<file path="config.mk">
export PLATFORM = sky130hd
export DESIGN_NAME = fetch_core
export DESIGN_NICKNAME = d
export VERILOG_FILES = /design/src/inc/fetch_pkg.sv /design/src/hw/return_stack.sv /design/src/hw/fetch_core.sv
export SDC_FILE = /design/constraint.sdc
export NUM_CORES = 1
export LEC_CHECK = 0
export ABC_AREA = 1
export BUFFER_PORTS_ARGS = -buffer_cell sky130_fd_sc_hd__buf_2
export CAP_MARGIN = 20
export CORE_AREA = 5 5 148 150
export CTS_CLUSTER_SIZE = 8
export DETAILED_ROUTE_END_ITERATION = 7
export DIE_AREA = 0 0 153 155
export PLACE_DENSITY_LB_ADDON = 0.05
export RECOVER_POWER = 50
export SLEW_MARGIN = 30
export SYNTH_ARGS = -nofsm -noshare
export SYNTH_HDL_FRONTEND = slang
export SYNTH_SLANG_ARGS = --single-unit
</file>
<file path="constraint.sdc">
create_clock -name i_mclk -period 4.3 [get_ports i_mclk]
set_input_delay 0.645 -clock i_mclk [delete_from_list [all_inputs] [get_ports i_mclk]]
set_output_delay 0.645 -clock i_mclk [all_outputs]
set_load 0.01 [all_outputs]
</file>
<file path="src/inc/fetch_pkg.sv">
// constants and types for the instruction fetch front end
package fetch_pkg;
   localparam int PC_W = 12;
   localparam int PROG_WORDS = 4096;
   localparam int PROG_BYTES = 8192;
   localparam int INSTR_W = 16;
   localparam int DADDR_W = 8;
   localparam int DATA_W = 8;
   localparam int DMEM_BYTES = 256;
   localparam int STACK_DEPTH = 8;
   localparam int CORE_CLK_HZ = 1000000;
   localparam int XTAL_CLK_HZ = 32768;
   localparam int STEPS_PER_CYCLE = 4;
   localparam int STEPS_PER_CLK = 2;
   // mclk cycles per step: core clock period over two steps
   localparam int MCLK_HZ = 20000000;
   localparam int STEP_MCLKS = MCLK_HZ / (CORE_CLK_HZ * STEPS_PER_CLK);
   localparam logic [PC_W-1:0] PC_RESET = 12'h000;
   // opcode field: bits 15:12 class, bits 7:0 direct address or immediate
   localparam int OP_HI = 15;
   localparam int OP_LO = 12;
   localparam int FLD_HI = 7;
   localparam int FLD_LO = 0;
   localparam logic [3:0] OP_NOP = 4'h0;
   localparam logic [3:0] OP_MOVLW = 4'h1;
   localparam logic [3:0] OP_MOVWF = 4'h2;
   localparam logic [3:0] OP_MOVFW = 4'h3;
   localparam logic [3:0] OP_CALL = 4'h8;
   localparam logic [3:0] OP_GOTO = 4'h9;
   localparam logic [3:0] OP_RET = 4'hA;
   typedef enum logic [3:0] {
      ST_FETCH = 4'b0001,
      ST_DECODE = 4'b0010,
      ST_EXEC = 4'b0100,
      ST_WBACK = 4'b1000
   } step_t;
endpackage

</file>
<file path="src/hw/return_stack.sv">
// circular return-address stack; full push drops the oldest entry
`timescale 1ns/10ps
module return_stack
   import fetch_pkg::*;
#(
   parameter int DEPTH = STACK_DEPTH,
   parameter int W = PC_W
) (
   input wire logic i_mclk, // clock
   input wire logic i_sys_rst, // sync reset
   input wire logic i_ce, // clock enable
   input wire logic i_push, // push request
   input wire logic i_pop, // pop request
   input wire logic [W-1:0] i_data, // pushed pointer
   output logic [W-1:0] o_top // current top entry
);
   localparam int AW = $clog2(DEPTH);
   initial begin
      if (DEPTH < 2 || (DEPTH & (DEPTH - 1)) != 0) $error("DEPTH must be a power of two >= 2");
   end
   logic [W-1:0] mem_reg [DEPTH];
   logic [AW-1:0] wp_reg, wp_next;
   logic [AW:0] cnt_reg, cnt_next;
   always_comb begin
      wp_next = wp_reg;
      cnt_next = cnt_reg;
      if (i_push) begin
         wp_next = wp_reg + 1'b1;
         // wraps over oldest entry silently
         if (cnt_reg != (AW+1)'(DEPTH)) cnt_next = cnt_reg + 1'b1;
      end else if (i_pop && cnt_reg != '0) begin
         wp_next = wp_reg - 1'b1;
         cnt_next = cnt_reg - 1'b1;
      end
   end
   always_ff @(posedge i_mclk) begin
      if (i_sys_rst) begin
         wp_reg <= '0;
         cnt_reg <= '0;
      end else if (i_ce) begin
         wp_reg <= wp_next;
         cnt_reg <= cnt_next;
         if (i_push) mem_reg[wp_reg] <= i_data;
      end
   end
   assign o_top = mem_reg[wp_reg - 1'b1];
endmodule

</file>
<file path="src/hw/fetch_core.sv">
// instruction fetch, decode and sequencing front end
`timescale 1ns/10ps
module fetch_core
   import fetch_pkg::*;
#(
   parameter int STEP_CLKS = STEP_MCLKS
) (
   input wire logic i_mclk, // 20 MHz clock
   input wire logic i_sys_rst, // sync reset, active high
   input wire logic i_ce, // clock enable
   input wire logic [INSTR_W-1:0] i_prog_data, // program store word
   input wire logic [DATA_W-1:0] i_dmem_rdata, // data memory read data
   output logic [PC_W-1:0] o_prog_addr, // program store address
   output logic o_prog_rd, // program read strobe
   output logic [DADDR_W-1:0] o_dmem_addr, // data memory address
   output logic [DATA_W-1:0] o_dmem_wdata, // data memory write data
   output logic o_dmem_rd, // data memory read strobe
   output logic o_dmem_wr, // data memory write strobe
   output logic [DATA_W-1:0] o_work, // working register
   output logic [INSTR_W-1:0] o_ir, // instruction register
   output logic [3:0] o_step // current step, one-hot
);
   initial begin
      if (STEP_CLKS < 1) $error("STEP_CLKS must be at least 1");
      if (PROG_WORDS != (1 << PC_W) || PROG_BYTES != 2 * PROG_WORDS) $error("pc width mismatch");
      if (DMEM_BYTES != (1 << DADDR_W)) $error("direct address width mismatch");
   end
   localparam int SC_W = $clog2(STEP_CLKS + 1);

   function automatic logic is_xfer(input logic [3:0] op);
      return op == OP_CALL || op == OP_GOTO;
   endfunction

   step_t step_reg, step_next;
   logic [SC_W-1:0] sc_reg, sc_next;
   logic [PC_W-1:0] pc_reg, pc_next;
   logic [INSTR_W-1:0] ir_reg, ir_next;
   logic [DATA_W-1:0] w_reg, w_next;
   logic flush_reg, flush_next;
   logic [PC_W-1:0] tgt_reg, tgt_next;
   logic [PC_W-1:0] paddr_reg, paddr_next;
   logic prd_reg, prd_next;
   logic [DADDR_W-1:0] daddr_reg, daddr_next;
   logic [DATA_W-1:0] dwd_reg, dwd_next;
   logic drd_reg, drd_next, dwr_reg, dwr_next;
   logic push, pop, adv;
   logic [PC_W-1:0] stk_top;
   logic [3:0] op;
   logic [DADDR_W-1:0] fld;

   // split the latched word
   assign op = ir_reg[OP_HI:OP_LO];
   assign fld = ir_reg[FLD_HI:FLD_LO];

   return_stack #(.DEPTH(STACK_DEPTH), .W(PC_W)) u_stack (
      .i_mclk(i_mclk),
      .i_sys_rst(i_sys_rst),
      .i_ce(i_ce),
      .i_push(push),
      .i_pop(pop),
      .i_data(pc_reg),
      .o_top(stk_top)
   );

   // step timer: one step per half core clock
   always_comb begin
      adv = sc_reg == SC_W'(STEP_CLKS - 1);
      sc_next = adv ? '0 : sc_reg + 1'b1;
      step_next = step_reg;
      if (adv) begin
         case (step_reg)
            ST_FETCH: step_next = ST_DECODE;
            ST_DECODE: step_next = ST_EXEC;
            ST_EXEC: step_next = ST_WBACK;
            ST_WBACK: step_next = ST_FETCH;
            default: step_next = ST_FETCH;
         endcase
      end
   end

   always_comb begin
      pc_next = pc_reg;
      ir_next = ir_reg;
      w_next = w_reg;
      flush_next = flush_reg;
      tgt_next = tgt_reg;
      paddr_next = paddr_reg;
      prd_next = 1'b0;
      daddr_next = daddr_reg;
      dwd_next = dwd_reg;
      drd_next = 1'b0;
      dwr_next = 1'b0;
      push = 1'b0;
      pop = 1'b0;
      if (adv) begin
         case (step_reg)
            ST_FETCH: begin
               // present pc and advance; 12-bit wrap spans 4k
               paddr_next = pc_reg;
               prd_next = 1'b1;
               // the dead slot still fetches the next word, so the target lands only now and is never lost
               pc_next = flush_reg ? tgt_reg : pc_reg + 1'b1;
            end
            ST_DECODE: begin
               // a flushed cycle is the second cycle of a transfer
               ir_next = flush_reg ? {OP_NOP, 12'h000} : i_prog_data;
               flush_next = 1'b0;
               if (!flush_reg) begin
                  daddr_next = i_prog_data[FLD_HI:FLD_LO];
                  drd_next = i_prog_data[OP_HI:OP_LO] == OP_MOVFW;
               end
            end
            ST_EXEC: begin
               case (op)
                  OP_CALL: begin
                     push = 1'b1; // pc already points past the call
                     tgt_next = ir_reg[PC_W-1:0];
                  end
                  OP_GOTO: tgt_next = ir_reg[PC_W-1:0];
                  OP_RET: begin
                     pop = 1'b1;
                     tgt_next = stk_top;
                  end
                  default: ;
               endcase
               flush_next = is_xfer(op) || op == OP_RET;
            end
            ST_WBACK: begin
               // immediate to work reg or direct memory access
               case (op)
                  OP_MOVLW: w_next = fld;
                  OP_MOVFW: w_next = i_dmem_rdata;
                  OP_MOVWF: begin
                     daddr_next = fld;
                     dwd_next = w_reg;
                     dwr_next = 1'b1;
                  end
                  default: ;
               endcase
            end
            default: ;
         endcase
      end
   end

   always_ff @(posedge i_mclk) begin
      if (i_sys_rst) begin
         step_reg <= ST_FETCH;
         sc_reg <= '0;
         pc_reg <= PC_RESET;
         ir_reg <= '0;
         w_reg <= '0;
         flush_reg <= 1'b0;
         tgt_reg <= PC_RESET;
         paddr_reg <= PC_RESET;
         prd_reg <= 1'b0;
         daddr_reg <= '0;
         dwd_reg <= '0;
         drd_reg <= 1'b0;
         dwr_reg <= 1'b0;
      end else if (i_ce) begin
         step_reg <= step_next;
         sc_reg <= sc_next;
         pc_reg <= pc_next;
         ir_reg <= ir_next;
         w_reg <= w_next;
         flush_reg <= flush_next;
         tgt_reg <= tgt_next;
         paddr_reg <= paddr_next;
         prd_reg <= prd_next;
         daddr_reg <= daddr_next;
         dwd_reg <= dwd_next;
         drd_reg <= drd_next;
         dwr_reg <= dwr_next;
      end
   end

   assign o_prog_addr = paddr_reg;
   assign o_prog_rd = prd_reg;
   assign o_dmem_addr = daddr_reg;
   assign o_dmem_wdata = dwd_reg;
   assign o_dmem_rd = drd_reg;
   assign o_dmem_wr = dwr_reg;
   assign o_work = w_reg;
   assign o_ir = ir_reg;
   assign o_step = step_reg;
endmodule

</file>
==> flow_metrics.py <==
metrics = {
    "floorplanning": {
        "num_rows": 53,
        "die_h_um": 155,
        "die_x_um": 153,
        "coreArea_um2": 20600,
        "initial_core_util_pct": 39.2,
        "die-area_um2": 23700,
        "io-pin-count": 86,
    },
    "clock_network": {
        "htreeDepth": 4,
        "ctsHoldBuffers": 0,
        "cts.path.max_buffers": 2,
        "cts-resized-gates": 0,
        "numCtsBuffers": 17,
        "post-cts-setup-buffers": 0,
        "clkTransAtPathRegs_ns": 0.07,
        "clk_latency_ns": 0.43,
        "numClockSinks": 191,
        "root_buffer": "clkbuf_16",
        "cts_tree": "built",
    },
    "drt": {
        "antenna_left": 0,
        "drt_iter0_drc": 468,
        "drt-vias-per-instance": 5.31,
        "post_drt_wl_per_cell_um": 19.1,
        "totalWireLength_um": 22800,
        "drt_first_pass_iters": 5,
        "num_vias": 6343,
        "drc": 0,
    },
    "sta": {
        "period_minus_slack_ns": 3.20,
        "rsz0062_at_grt": "false",
        "fin_crit_sh_pct": 74.4,
        "hold_violations": 0,
        "drv_slew": 38,
        "max_slew_margin_pct": -18.3,
        "final.setup.tns_ns": 0,
        "finClkSkew_ns": 0.0145,
        "fmaxAchievable_ghz": 0.313,
        "worst_pin_slew_ns": 1.78,
        "finalSetupViolCount": 0,
    },
    "cells_and_area": {
        "largest_reg_flops": 96,
        "nNetsFinal": 939,
        "diodes": 0,
        "final_layout_size_suffix_gt1_share_pct": 11.5,
        "fillers": 2041,
        "area_delta_synth_final_pct": 14.3,
        "multi_input_area_um2": 2840,
        "final_core_util_pct": 44.8,
        "seq_area_um2": 4780,
    },
    "global_route": {
        "grt_max_degree": 60,
        "grt_pass1_wl_um": 35600,
        "antenna_found_initial": 0,
        "grt_overflow": 0,
        "first_global_vias": 6254,
        "grt_usage_pct": 19.3,
    },
    "place": {
        "dpl.hpwl_um": 15900,
        "gp_congestion": 0.838,
        "port_buffers": 85,
    },
    "logic_synthesis": {
        "ys_warn_count": 0,
        "ys_ff_latch": 191,
        "synth-seq-area-share_pct": 59.4,
        "yosysTopAreaCell": "edfxtp_1",
        "syn_inst": 836,
        "synth_cell_types": 42,
        "syn_area_um2": 8050,
        "synth_area_leaders": "edfxtp_1 36%, dfxtp_1 24%, o21ai_0 6.6%, nand2_1 5.1%, nor2_1 4.8%",
        "netlist.area_leader.share_pct": 35.8,
        "syn_area_per_cell_um2": 9.63,
        "syn-num-nets": 868,
    },
    "min_path": {
        "hp-class": "in2reg",
    },
    "pwr": {
        "p_per_area_nw_per_um2": 383,
        "p_leak_nw": 3.20,
        "vdd.ir_drop.worst_uv": 240,
    },
    "setup_path": {
        "path_class": "in2reg",
        "cp_max_fo": 59,
        "end_kind": "flip-flop",
        "critPathMaxStageDelay_ns": 1.25,
        "cp_cell_sequence": "clkbuf_1, inv_1, clkbuf_2, nand2_1, o22ai_1",
        "cp.required_ns": 4.52,
        "slowest_stage": "clkbuf_1",
        "worst_ep_arrival_time_ns": 3.42,
        "start_kind": "input port",
    },
    "run": {
        "drv_cap": 1,
    },
    "status": {
        "status": "finished, violations left",
        "violations": "max-capacitance violations, max-slew violations",
    },
}
cell families after synthesis:
| logic type | synth area share (%) |
|---|---|
| buffers and inverters | 5.24 |
| flip-flops | 59.4 |
| AO/OA/AOI/OAI | 17.6 |
| AND/OR/NAND/NOR | 16.5 |
| adder cells (fa/ha/maj) | 0.777 |
| XOR/XNOR | 0.435 |
cells in the mapped netlist:
cell type  instances
xnor2_1            1
nor3_1            14
a22oi_1            2
a21oi_1           67
nor3b_1            1
nor4_4             1
o21ai_1            8
nand3_4            2
nand4_1           15
o221ai_1          12
nand2_4            2
buf_4              4
nor2_2             3
a21oi_2            9
nand2_2            4
inv_2              8
inv_4              1
nand3b_1           1
o21ai_0          106
o211ai_1          13
a31oi_1           13
clkinv_1           1
buf_6              3
nand2_1          110
nor3_4             1
o21a_1             1
nor2_8             2
a211oi_1           1
nor2_1           103
nor2_4             4
or2_2              1
nand3_1           24
xor2_1             3
buf_1              3
dfxtp_1           95
a221oi_1           3
edfxtp_1          96
buf_2             11
clkbuf_1          24
ha_1               5
o22ai_1           15
inv_1             43
worst max-delay path, delay by kind of cell:
kind                   cells  cell delay, ns
AOI/OAI and AO/OA          1            0.13
and+or+nand+nor            1            0.45
buffers and inverters      3            2.17
report_power, final:
| group | switching [mW] | internal, mW | leakage (nW) | total [mW] |
|---|---|---|---|---|
| Combinational | 0.0289 | 0.0147 | 1.24 | 0.0436 |
| Clock | 0.678 | 0.912 | 0.293 | 1.59 |
| Sequential | 0.00125 | 1.89 | 1.66 | 1.89 |
metal layers:
metal	global-route usage (%)	vias to the layer above	wire length, µm
li1	-	3090	-
met1	25.6	3079	10500
met2	32.4	148	11100
met3	3.56	26	783
met4	5.81	0	357
met5	0	-	0
through the flow:
stage | instances | power (mW) | worst slack [ns] | cell area, µm² | hold WS, ns
6_report | 1194 | 3.53 | 1.10 | 9210 | 0.459
5_1_grt | 1194 | 3.65 | 0.788 | 9210 | 0.452
4_1_cts | 1194 | 3.56 | 1.76 | 9310 | 0.438
3_5_place_dp | 1163 | 1.98 | 1.63 | 8710 | 0.463
3_3_place_gp | 1163 | 1.98 | 1.69 | 8710 | 0.464
2_1_floorplan | 836 | 1.96 | 1.63 | 8050 | 0.454
area by class of cell:
| cell class | instances | share of cell area, % |
|---|---|---|
| clock buffer | 24 | 5.68 |
| clock inverter | 7 | 0.802 |
| inverter | 53 | 2.19 |
| multi-input combinational | 547 | 30.8 |
| sequential | 191 | 52.0 |
| tap | 275 | 3.74 |
| timing repair buffer | 97 | 4.77 |
cells in the final DEF (no fill, tap or decap), types with 8 or more instances in the layout:
master / n
inv_1: 44
nor3_1: 10
nand4_1: 15
nand2_1: 111
o21ai_1: 8
inv_2: 8
o22ai_1: 15
nand3_1: 24
dfxtp_1: 95
clkbuf_1: 60
clkbuf_16: 18
nor2_1: 104
o221ai_1: 12
buf_4: 11
a31oi_1: 13
o21ai_0: 106
buf_2: 26
a21oi_2: 9
a21oi_1: 67
o211ai_1: 13
edfxtp_1: 96
final timing paths:
check                                startpoint   endpoint  slack, ns  cells past startpoint
worst min-delay path            i_prog_data[11]   o_ir[11]       0.46                      3
worst max register to register        o_step[1]  o_dmem_rd       1.43                      6
worst max-delay path                  i_sys_rst  o_step[2]       1.10                      5
worst min register to register        o_dmem_rd  o_dmem_rd       0.47                      2
No activity file was read; power rests on OpenSTA's default activity.
